**config.mk**
```make
export PLATFORM = sky130hd
export DESIGN_NAME = ide_core
export DESIGN_NICKNAME = d
export VERILOG_FILES = /design/src/ide_pkg.sv /design/src/ide_core.sv
export SDC_FILE = /design/constraint.sdc
export NUM_CORES = 1
export LEC_CHECK = 0
export BUFFER_PORTS_ARGS = -buffer_cell sky130_fd_sc_hd__buf_2
export CAP_MARGIN = 20
export CORE_MARGIN = 8
export CORE_UTILIZATION = 55
export DETAILED_ROUTE_END_ITERATION = 6
export GPL_TIMING_DRIVEN = 0
export HOLD_SLACK_MARGIN = 0.03
export PLACE_DENSITY = 0.73
export SETUP_SLACK_MARGIN = 0.4
export SLEW_MARGIN = 0
export SYNTH_ARGS = -nofsm -noshare
export SYNTH_HDL_FRONTEND = slang
export SYNTH_SLANG_ARGS = --single-unit
```
**constraint.sdc**
```tcl
create_clock -name pclk -period 40.6 [get_ports pclk]
set_input_delay 6.09 -clock pclk [delete_from_list [all_inputs] [get_ports pclk]]
set_output_delay 6.09 -clock pclk [all_outputs]
set_load 0.02 [all_outputs]
```
**src/ide_pkg.sv**
```systemverilog
/*
  Shared constants, types and encodings of the increment/divide execution block.
  Assumes a single clock domain and an 8-bit data / 16-bit address memory bus.
*/
`default_nettype none
package ide_pkg;
  // opcodes
  localparam logic [7:0] OP_IDIV = 8'h02;
  localparam logic [7:0] OP_INC_ACC_A = 8'h4C;
  localparam logic [7:0] OP_INC_ACC_B = 8'h5C;
  localparam logic [7:0] OP_INCE = 8'h7C;
  localparam logic [7:0] OP_INCX = 8'h6C;
  localparam logic [7:0] OP_PRE  = 8'h18;
  localparam logic [7:0] OP_INC_SP = 8'h31;
  // bus cycle counts
  localparam int         IDIV_LAST = 41;
  localparam logic [5:0] ACC_LAST  = 6'h02;
  localparam logic [5:0] INS_LAST  = 6'h03;
  localparam logic [5:0] MEM_LAST  = 6'h06;
  localparam logic [5:0] YMEM_LAST = 6'h07;
  // instruction lengths in bytes
  localparam logic [15:0] LEN_INH = 16'h0001;
  localparam logic [15:0] LEN_IDX = 16'h0002;
  localparam logic [15:0] LEN_EXT = 16'h0003;
  localparam logic [15:0] DUMMY_ADDR = 16'hFFFF;
  localparam logic [15:0] DIV_ZERO_Q = 16'hFFFF;
  localparam logic [7:0]  OVF_OPERAND = 8'h7F;
  // condition code bit positions
  localparam int CC_C = 0;
  localparam int CC_V = 1;
  localparam int CC_Z = 2;
  localparam int CC_N = 3;
  // register offsets
  localparam logic [11:0] ADDR_CTRL = 12'h000;
  localparam logic [11:0] ADDR_STAT = 12'h004;
  localparam logic [11:0] ADDR_ACC  = 12'h008;
  localparam logic [11:0] ADDR_COND = 12'h00C;
  localparam logic [11:0] ADDR_X    = 12'h010;
  localparam logic [11:0] ADDR_Y    = 12'h014;
  localparam logic [11:0] ADDR_SP   = 12'h018;
  localparam logic [11:0] ADDR_PC   = 12'h01C;
  localparam int STAT_BUSY = 0;
  localparam int STAT_ILL  = 1;
  // reset values
  localparam logic [7:0]  RST_COND = 8'h00;
  localparam logic [15:0] RST_PC  = 16'h0000;
  localparam logic [15:0] RST_SP  = 16'h0000;

  typedef struct packed {
    logic [15:0] addr;
    logic [7:0]  data;
    logic        rw;
  } ide_bus_s;

  typedef enum logic {ST_IDLE, ST_EXEC} ide_state_e;
endpackage
`default_nettype wire

```
**src/ide_core.sv**
```systemverilog
/*
  Execution core for accumulator/memory increment, integer divide and stack
  pointer increment, with an APB slave for control and register access.
  Assumes memory returns read data combinationally within the bus cycle.
*/
// Notes on behaviour
// - divide D by X, quotient X, remainder D
// - increment adds one, stores back in place
// - accumulator and memory increments update N, Z, V only; stack increment none
// - increment never changes the carry flag
// - N is result bit 7, Z when zero
// - V set only when operand was 7F
// - accumulator increments 4C/5C take two cycles
// - memory forms write result last cycle, rw low
// - indexed 6C: X plus offset, dummies 3,5
// - stack increment 31, third cycle addresses SP
`timescale 1ns/100ps
`default_nettype none
module ide_core #(
  parameter int DIV_LAST = ide_pkg::IDIV_LAST
) (
  // clock and reset
  input  wire logic              pclk,
  input  wire logic              presetn,
  // apb slave
  input  wire logic              psel,
  input  wire logic              penable,
  input  wire logic              pwrite,
  input  wire logic [11:0]       paddr,
  input  wire logic [31:0]       pwdata,
  output logic      [31:0]       prdata,
  output logic                   pready,
  output logic                   pslverr,
  // memory bus
  output ide_pkg::ide_bus_s      mem_o,
  output logic                   mem_active,
  input  wire logic [7:0]        mem_rdata
);
  generate
    if (DIV_LAST < 3 || DIV_LAST > 63) begin : g_bad_div
      $error("DIV_LAST must lie in 3..63");
    end
  endgenerate

  function automatic ide_pkg::ide_bus_s bus_of(input logic [15:0] a, input logic [7:0] d,
                                               input logic rw);
    ide_pkg::ide_bus_s b;
    b.addr = a;
    b.data = d;
    b.rw   = rw;
    return b;
  endfunction

  // new condition codes after incrementing v
  function automatic logic [7:0] cond_inc(input logic [7:0] cc, input logic [7:0] v);
    logic [7:0] r;
    logic [7:0] o;
    r = v + 8'h01;
    o = cc;
    o[ide_pkg::CC_N] = r[7];
    o[ide_pkg::CC_Z] = (r == 8'h00);
    o[ide_pkg::CC_V] = (v == ide_pkg::OVF_OPERAND);
    return o;
  endfunction

  ide_pkg::ide_state_e state_r;
  ide_pkg::ide_bus_s   bus_r;
  ide_pkg::ide_bus_s   nxt_bus;
  logic [5:0]          cyc_r;
  logic [7:0]          op_r;
  logic                pre_r;
  logic [15:0]         base_r;
  logic [7:0]          hb_r;
  logic [7:0]          lb_r;
  logic [7:0]          res_r;
  logic                act_r;
  logic [7:0]          a_r;
  logic [7:0]          b_r;
  logic [7:0]          condition_code_register;
  logic [15:0]         x_r;
  logic [15:0]         y_r;
  logic [15:0]         sp_r;
  logic [15:0]         pc_r;
  logic                run_r;
  logic                ill_r;
  logic [31:0]         prdata_r;
  logic                pready_r;
  logic                pslverr_r;
  logic [31:0]         rd_val;

  // sequencing
  wire logic        ex      = (state_r == ide_pkg::ST_EXEC);
  wire logic        idle_w  = (state_r == ide_pkg::ST_IDLE);
  wire logic [5:0]  cyc_n   = cyc_r + 6'h01;
  wire logic [5:0]  e_cur   = cyc_r - {5'h00, pre_r};
  wire logic [5:0]  e_n     = cyc_n - {5'h00, pre_r};
  wire logic        is_ext  = (op_r == ide_pkg::OP_INCE) && !pre_r;
  wire logic        is_idx  = (op_r == ide_pkg::OP_INCX);
  wire logic        mem_op  = is_ext || is_idx;
  wire logic        acc_a_increment_op = (op_r == ide_pkg::OP_INC_ACC_A) && !pre_r;
  wire logic        acc_b_increment_op = (op_r == ide_pkg::OP_INC_ACC_B) && !pre_r;
  wire logic        stack_pointer_increment_op = (op_r == ide_pkg::OP_INC_SP) && !pre_r;
  wire logic        div_op  = (op_r == ide_pkg::OP_IDIV) && !pre_r;
  wire logic        legal_op = (mem_rdata == ide_pkg::OP_IDIV)
                            || (mem_rdata == ide_pkg::OP_INC_ACC_A)
                            || (mem_rdata == ide_pkg::OP_INC_ACC_B)
                            || (mem_rdata == ide_pkg::OP_INCE) || (mem_rdata == ide_pkg::OP_INCX)
                            || (mem_rdata == ide_pkg::OP_PRE) || (mem_rdata == ide_pkg::OP_INC_SP);
  wire logic        halt_w  = ex && ((cyc_r == 6'h01 && !legal_op)
                            || (cyc_r == 6'h02 && pre_r && mem_rdata != ide_pkg::OP_INCX));
  wire logic [5:0]  last_w  = pre_r ? ide_pkg::YMEM_LAST :
                              div_op ? 6'(DIV_LAST) :
                              stack_pointer_increment_op ? ide_pkg::INS_LAST :
                              mem_op ? ide_pkg::MEM_LAST : ide_pkg::ACC_LAST;
  wire logic        done_w  = ex && !halt_w && cyc_r >= 6'h02 && cyc_r == last_w;
  wire logic [15:0] instr_len = (pre_r || is_ext) ? ide_pkg::LEN_EXT :
                                is_idx ? ide_pkg::LEN_IDX : ide_pkg::LEN_INH;
  wire logic [15:0] pc_next = base_r + instr_len;
  wire logic [15:0] fetch_a = base_r + {10'h000, cyc_r};
  wire logic [7:0]  ea_lo   = (is_ext && e_cur == 6'h03) ? mem_rdata : lb_r;
  wire logic [15:0] ea      = is_ext ? {hb_r, ea_lo} :
                              ((pre_r ? y_r : x_r) + {8'h00, lb_r});
  wire logic        mem_rd  = ex && mem_op && e_cur == 6'h04;
  // divide
  wire logic [15:0] dividend = {a_r, b_r};
  wire logic [15:0] quot    = (x_r == 16'h0000) ? ide_pkg::DIV_ZERO_Q : dividend / x_r;
  wire logic [15:0] rem     = (x_r == 16'h0000) ? dividend : dividend % x_r;
  // apb decode
  wire logic        acc_w   = psel && penable && !pready_r;
  wire logic        wr_w    = psel && penable && pwrite && pready_r;
  wire logic        hit     = (paddr[1:0] == 2'b00) && (paddr <= ide_pkg::ADDR_PC);
  wire logic        wr_cpu  = wr_w && idle_w;

  // address, data and direction of the next bus cycle
  always_comb begin
    nxt_bus = bus_of(ide_pkg::DUMMY_ADDR, 8'h00, 1'b1);
    if (cyc_n == 6'h02 || (pre_r && cyc_n == 6'h03) || (is_ext && e_n == 6'h03)) begin
      nxt_bus = bus_of(fetch_a, 8'h00, 1'b1);
    end else if (stack_pointer_increment_op) begin
      nxt_bus = bus_of(sp_r, 8'h00, 1'b1);
    end else if (mem_op && e_n == 6'h04) begin
      nxt_bus = bus_of(ea, 8'h00, 1'b1);
    end else if (mem_op && e_n == 6'h06) begin
      nxt_bus = bus_of(ea, res_r, 1'b0);
    end
  end

  always_ff @(posedge pclk or negedge presetn) begin
    if (!presetn) begin
      state_r <= ide_pkg::ST_IDLE;
      cyc_r   <= 6'h00;
      op_r    <= 8'h00;
      pre_r   <= 1'b0;
      base_r  <= 16'h0000;
      hb_r    <= 8'h00;
      lb_r    <= 8'h00;
      res_r   <= 8'h00;
      act_r   <= 1'b0;
      bus_r   <= '{addr: ide_pkg::DUMMY_ADDR, data: 8'h00, rw: 1'b1};
    end else if (idle_w || halt_w || done_w) begin
      cyc_r <= 6'h01;
      pre_r <= 1'b0;
      if (run_r && !halt_w) begin
        state_r <= ide_pkg::ST_EXEC;
        act_r   <= 1'b1;
        base_r  <= idle_w ? pc_r : pc_next;
        bus_r   <= bus_of(idle_w ? pc_r : pc_next, 8'h00, 1'b1);
      end else begin
        state_r <= ide_pkg::ST_IDLE;
        act_r   <= 1'b0;
        bus_r   <= bus_of(ide_pkg::DUMMY_ADDR, 8'h00, 1'b1);
      end
    end else begin
      cyc_r <= cyc_n;
      bus_r <= nxt_bus;
      if (cyc_r == 6'h01) begin
        op_r  <= mem_rdata;
        pre_r <= (mem_rdata == ide_pkg::OP_PRE);
      end
      if (cyc_r == 6'h02 && pre_r) begin
        op_r <= mem_rdata;
      end
      if (e_cur == 6'h02) begin
        hb_r <= mem_rdata;
        lb_r <= mem_rdata;
      end
      if (is_ext && e_cur == 6'h03) begin
        lb_r <= mem_rdata;
      end
      if (mem_rd) begin
        res_r <= mem_rdata + 8'h01;
      end
    end
  end

  // programmer-visible registers
  always_ff @(posedge pclk or negedge presetn) begin
    if (!presetn) begin
      a_r   <= 8'h00;
      b_r   <= 8'h00;
      condition_code_register <= ide_pkg::RST_COND;
      x_r   <= 16'h0000;
      y_r   <= 16'h0000;
      sp_r  <= ide_pkg::RST_SP;
      pc_r  <= ide_pkg::RST_PC;
      run_r <= 1'b0;
      ill_r <= 1'b0;
    end else begin
      if (done_w) begin
        pc_r <= pc_next;
        if (acc_a_increment_op) begin
          a_r <= a_r + 8'h01;
          condition_code_register <= cond_inc(condition_code_register, a_r);
        end
        if (acc_b_increment_op) begin
          b_r <= b_r + 8'h01;
          condition_code_register <= cond_inc(condition_code_register, b_r);
        end
        if (stack_pointer_increment_op) begin
          sp_r <= sp_r + 16'h0001;
        end
        if (div_op) begin
          x_r        <= quot;
          {a_r, b_r} <= rem;
        end
      end
      if (mem_rd) begin
        condition_code_register <= cond_inc(condition_code_register, mem_rdata);
      end
      if (halt_w) begin
        pc_r <= base_r;
      end
      if (wr_cpu) begin
        case (paddr)
          ide_pkg::ADDR_ACC: {a_r, b_r} <= pwdata[15:0];
          ide_pkg::ADDR_COND: condition_code_register <= pwdata[7:0];
          ide_pkg::ADDR_X:   x_r  <= pwdata[15:0];
          ide_pkg::ADDR_Y:   y_r  <= pwdata[15:0];
          ide_pkg::ADDR_SP:  sp_r <= pwdata[15:0];
          ide_pkg::ADDR_PC:  pc_r <= pwdata[15:0];
          default: ;
        endcase
      end
      if (halt_w) begin
        run_r <= 1'b0;
      end else if (wr_w && paddr == ide_pkg::ADDR_CTRL) begin
        run_r <= pwdata[0];
      end
      ill_r <= halt_w || (ill_r && !(wr_w && paddr == ide_pkg::ADDR_STAT
                                     && pwdata[ide_pkg::STAT_ILL]));
    end
  end

  always_comb begin
    rd_val = 32'h0000_0000;
    case (paddr)
      ide_pkg::ADDR_CTRL: rd_val[0] = run_r;
      ide_pkg::ADDR_STAT: begin
        rd_val[ide_pkg::STAT_BUSY] = ex;
        rd_val[ide_pkg::STAT_ILL]  = ill_r;
      end
      ide_pkg::ADDR_ACC: rd_val[15:0] = {a_r, b_r};
      ide_pkg::ADDR_COND: rd_val[7:0] = condition_code_register;
      ide_pkg::ADDR_X:   rd_val[15:0] = x_r;
      ide_pkg::ADDR_Y:   rd_val[15:0] = y_r;
      ide_pkg::ADDR_SP:  rd_val[15:0] = sp_r;
      ide_pkg::ADDR_PC:  rd_val[15:0] = pc_r;
      default: rd_val = 32'h0000_0000;
    endcase
  end

  // two-cycle access: pready rises in the second access cycle
  always_ff @(posedge pclk or negedge presetn) begin
    if (!presetn) begin
      prdata_r  <= 32'h0000_0000;
      pready_r  <= 1'b0;
      pslverr_r <= 1'b0;
    end else begin
      pready_r  <= acc_w;
      pslverr_r <= acc_w && !hit;
      if (acc_w) begin
        prdata_r <= pwrite ? 32'h0000_0000 : rd_val;
      end
    end
  end

  assign prdata     = prdata_r;
  assign pready     = pready_r;
  assign pslverr    = pslverr_r;
  assign mem_o      = bus_r;
  assign mem_active = act_r;
endmodule // ide_core
`default_nettype wire

```
==> qor.yml <==
drv_slew: 0
vias: 20997
grt_pass1_wl_mm: 116
tns_ns: 0
worst_slew_pin_slew_ns: 1.10
finalSetupViolations: 0
place_hpwl_mm: 57.5
critPathLaunchType: "flop"
end_kind: "flop"
netlist_area_um2: 20000
cp_slowest_cell: "o31ai_1"
cp_data_arrival_time_ns: 38.29
synth.distinct_cells: 99
crit_type: "reg2reg"
synthArstFlopShare_pct: 100
multi_input_comb_area_um2: 14300
yosysSeqAreaShare_pct: 23.7
fin_skew_ns: 0.0136
root_buffer: "clkbuf_16"
grt_max_degree: 122
cap_violations: 0
cp_max_fo: 10
yosysTopAreaCell: "dfrtp_1"
rsz0062_at_grt: "no"
drive_gt1_share_pct: 11.6
wl_mm: 76.4
slew_headroom_pct: 25.1
crit_top_cell: "ha_1"
synth.most_common_cell: "nor2_1"
preCtsSetupSlack_ns: 3.54
final.period_utilization_pct: 93.5
fmax_ghz: 0.0263
r2r_start: "a_r[0]"
initial_core_util_pct: 55.2
yosys-top-cells-count: "nor2_1 (237), nand2_1 (224), a21oi_1 (214)"
die_y_um: 207
critPathMaxStageDelay_ns: 0.79
synth_edf_count: 0
viasPerCell: 6.72
postSynthAreaPerCell_um2: 7.93
yosys-top-cells-area: "dfrtp_1 (22%), ha_1 (11%), a21oi_1 (5.4%)"
cp-startpoint: "a_r[0]"
routabilityCongestion: 1.00
clk_pin_slew_ns: 0.08
grt.total_usage_pct: 35.3
firstDrtPassIters: 7
netlist_instances: 2524
insertion_delay_ns: 0.46
nFillCells: 3386
yosysWarnings: 0
min_path_type: "reg2reg"
overflow: 0
cts.sink_count: 189
synth_seq_cells: 189
seqCellArea_um2: 4750
fin_hold_ws_ns: 0.489
io_pins: 117
numCtsBuffers: 17
period_needed_ns: 37.97
ant_nets: 0
synth_top_area_share_pct: 21.5
drc: 0
cp_data_required_time_ns: 40.93
cts_buffer_depth: 2
outcome: "complete, no violations"
drt_iter0_drc: 2223
path_delay_family: "compound AO/OA/AOI/OAI gates"
wl_per_cell_um: 24.4
die_w_um: 207
io_buffer_count: 80
grt_antenna_before_repair: 2
layout.nets: 2874
hold_violations: 0
setup_ws_ns: 2.63
hold_buffers: 0
tritoncts: "built"
path_buf_inv: 18
core_area_um2: 36300
holdCritStartpoint: "prdata[15]"
h-tree-depth: 4
fp-row-count: 70
dieArea_um2: 42800
syn2layout_area_growth_pct: 8.45
grt_pass1_vias: 20182
ys.flop_type: "dfrtp_1"
## layout by cell type, fill, tap and decap left out, types with 32 or more instances in the layout
master / count
a21o_1: 33
a21oi_1: 214
a31oi_1: 46
and3_1: 33
buf_2: 98
clkbuf_1: 112
dfrtp_1: 172
ha_1: 172
inv_1: 105
mux2_2: 67
mux2i_1: 37
nand2_1: 224
nand3_1: 95
nand4_1: 40
nor2_1: 237
nor3_1: 54
o211ai_1: 32
o21a_1: 33
o21ai_0: 173
xnor2_1: 98
xor2_1: 60
## final cells by class
type | instances | area share, %
tap | 468 | 2.70
antenna | 1 | 0.0115
clock buffer | 19 | 2.09
clock inverter | 13 | 0.663
timing repair buffer | 83 | 2.06
buffer | 157 | 3.11
sequential | 189 | 21.9
inverter | 105 | 1.82
multi-input combinational | 2088 | 65.7
## layer usage
metal	GRT usage, %	part of all wire (%)	vias up
met5	0	0.017	-
met4	23.1	7.2	2
met3	6.24	8.8	321
met2	57.4	46	1158
met1	42.9	38	10026
li1	-	-	9490
## tightest hold or removal path: cells and delay by family, from the launching register on
family	cells	cell delay, ns
flops	1	0.35
compound gates	1	0.06
simple gates	1	0.05
## final timing paths
kind / end / slack (ns) / depth (start not counted)
min reg2reg: prdata[15] / 0.49 / 2
min: prdata[15] / 0.49 / 2
min in group asynchronous: prdata[9] / 5.59 / 1
max in group asynchronous: hb_r[6] / 33.97 / 2
max: b_r[5] / 2.63 / 131
max reg2reg: b_r[5] / 2.63 / 131
## per-stage QoR
stage          utilization (%)  cell area [um^2]  cells
2_1_floorplan                -             20100   2539
3_3_place_gp              58.1             21100   3087
3_5_place_dp              58.2             21100   3089
4_1_cts                   59.8             21700   3121
5_1_grt                   59.9             21700   3122
6_report                  59.9             21700   3123
## kinds of logic after synthesis
group                      count (synthesis)  share of synthesized area, %
muxes                                    125                          7.83
and+or+nand+nor                          855                          20.9
AOI/OAI and AO/OA                        758                          24.1
adders and majority gates                176                          11.2
xor gates and xnor gates                 158                          6.91
other                                      1                        0.0187
DFF                                      189                          23.7
buffers and inverters                    262                          5.34
## sequential cells by signal (all words and copies together) (netlist names), 16 cells and up
register	cells
base_r	16
mem_o	25
pc_r	16
prdata	16
sp_r	16
x_r	16
y_r	16
## timing repair
action,in CTS,in global routing
buffers inserted,0,0
endpoints found under the setup margin,0,1
resized for setup,0,2
Power is left out: the tool's default activity adds up to more than one toggle a clock period on the data nets, which glitch-free logic cannot reach.
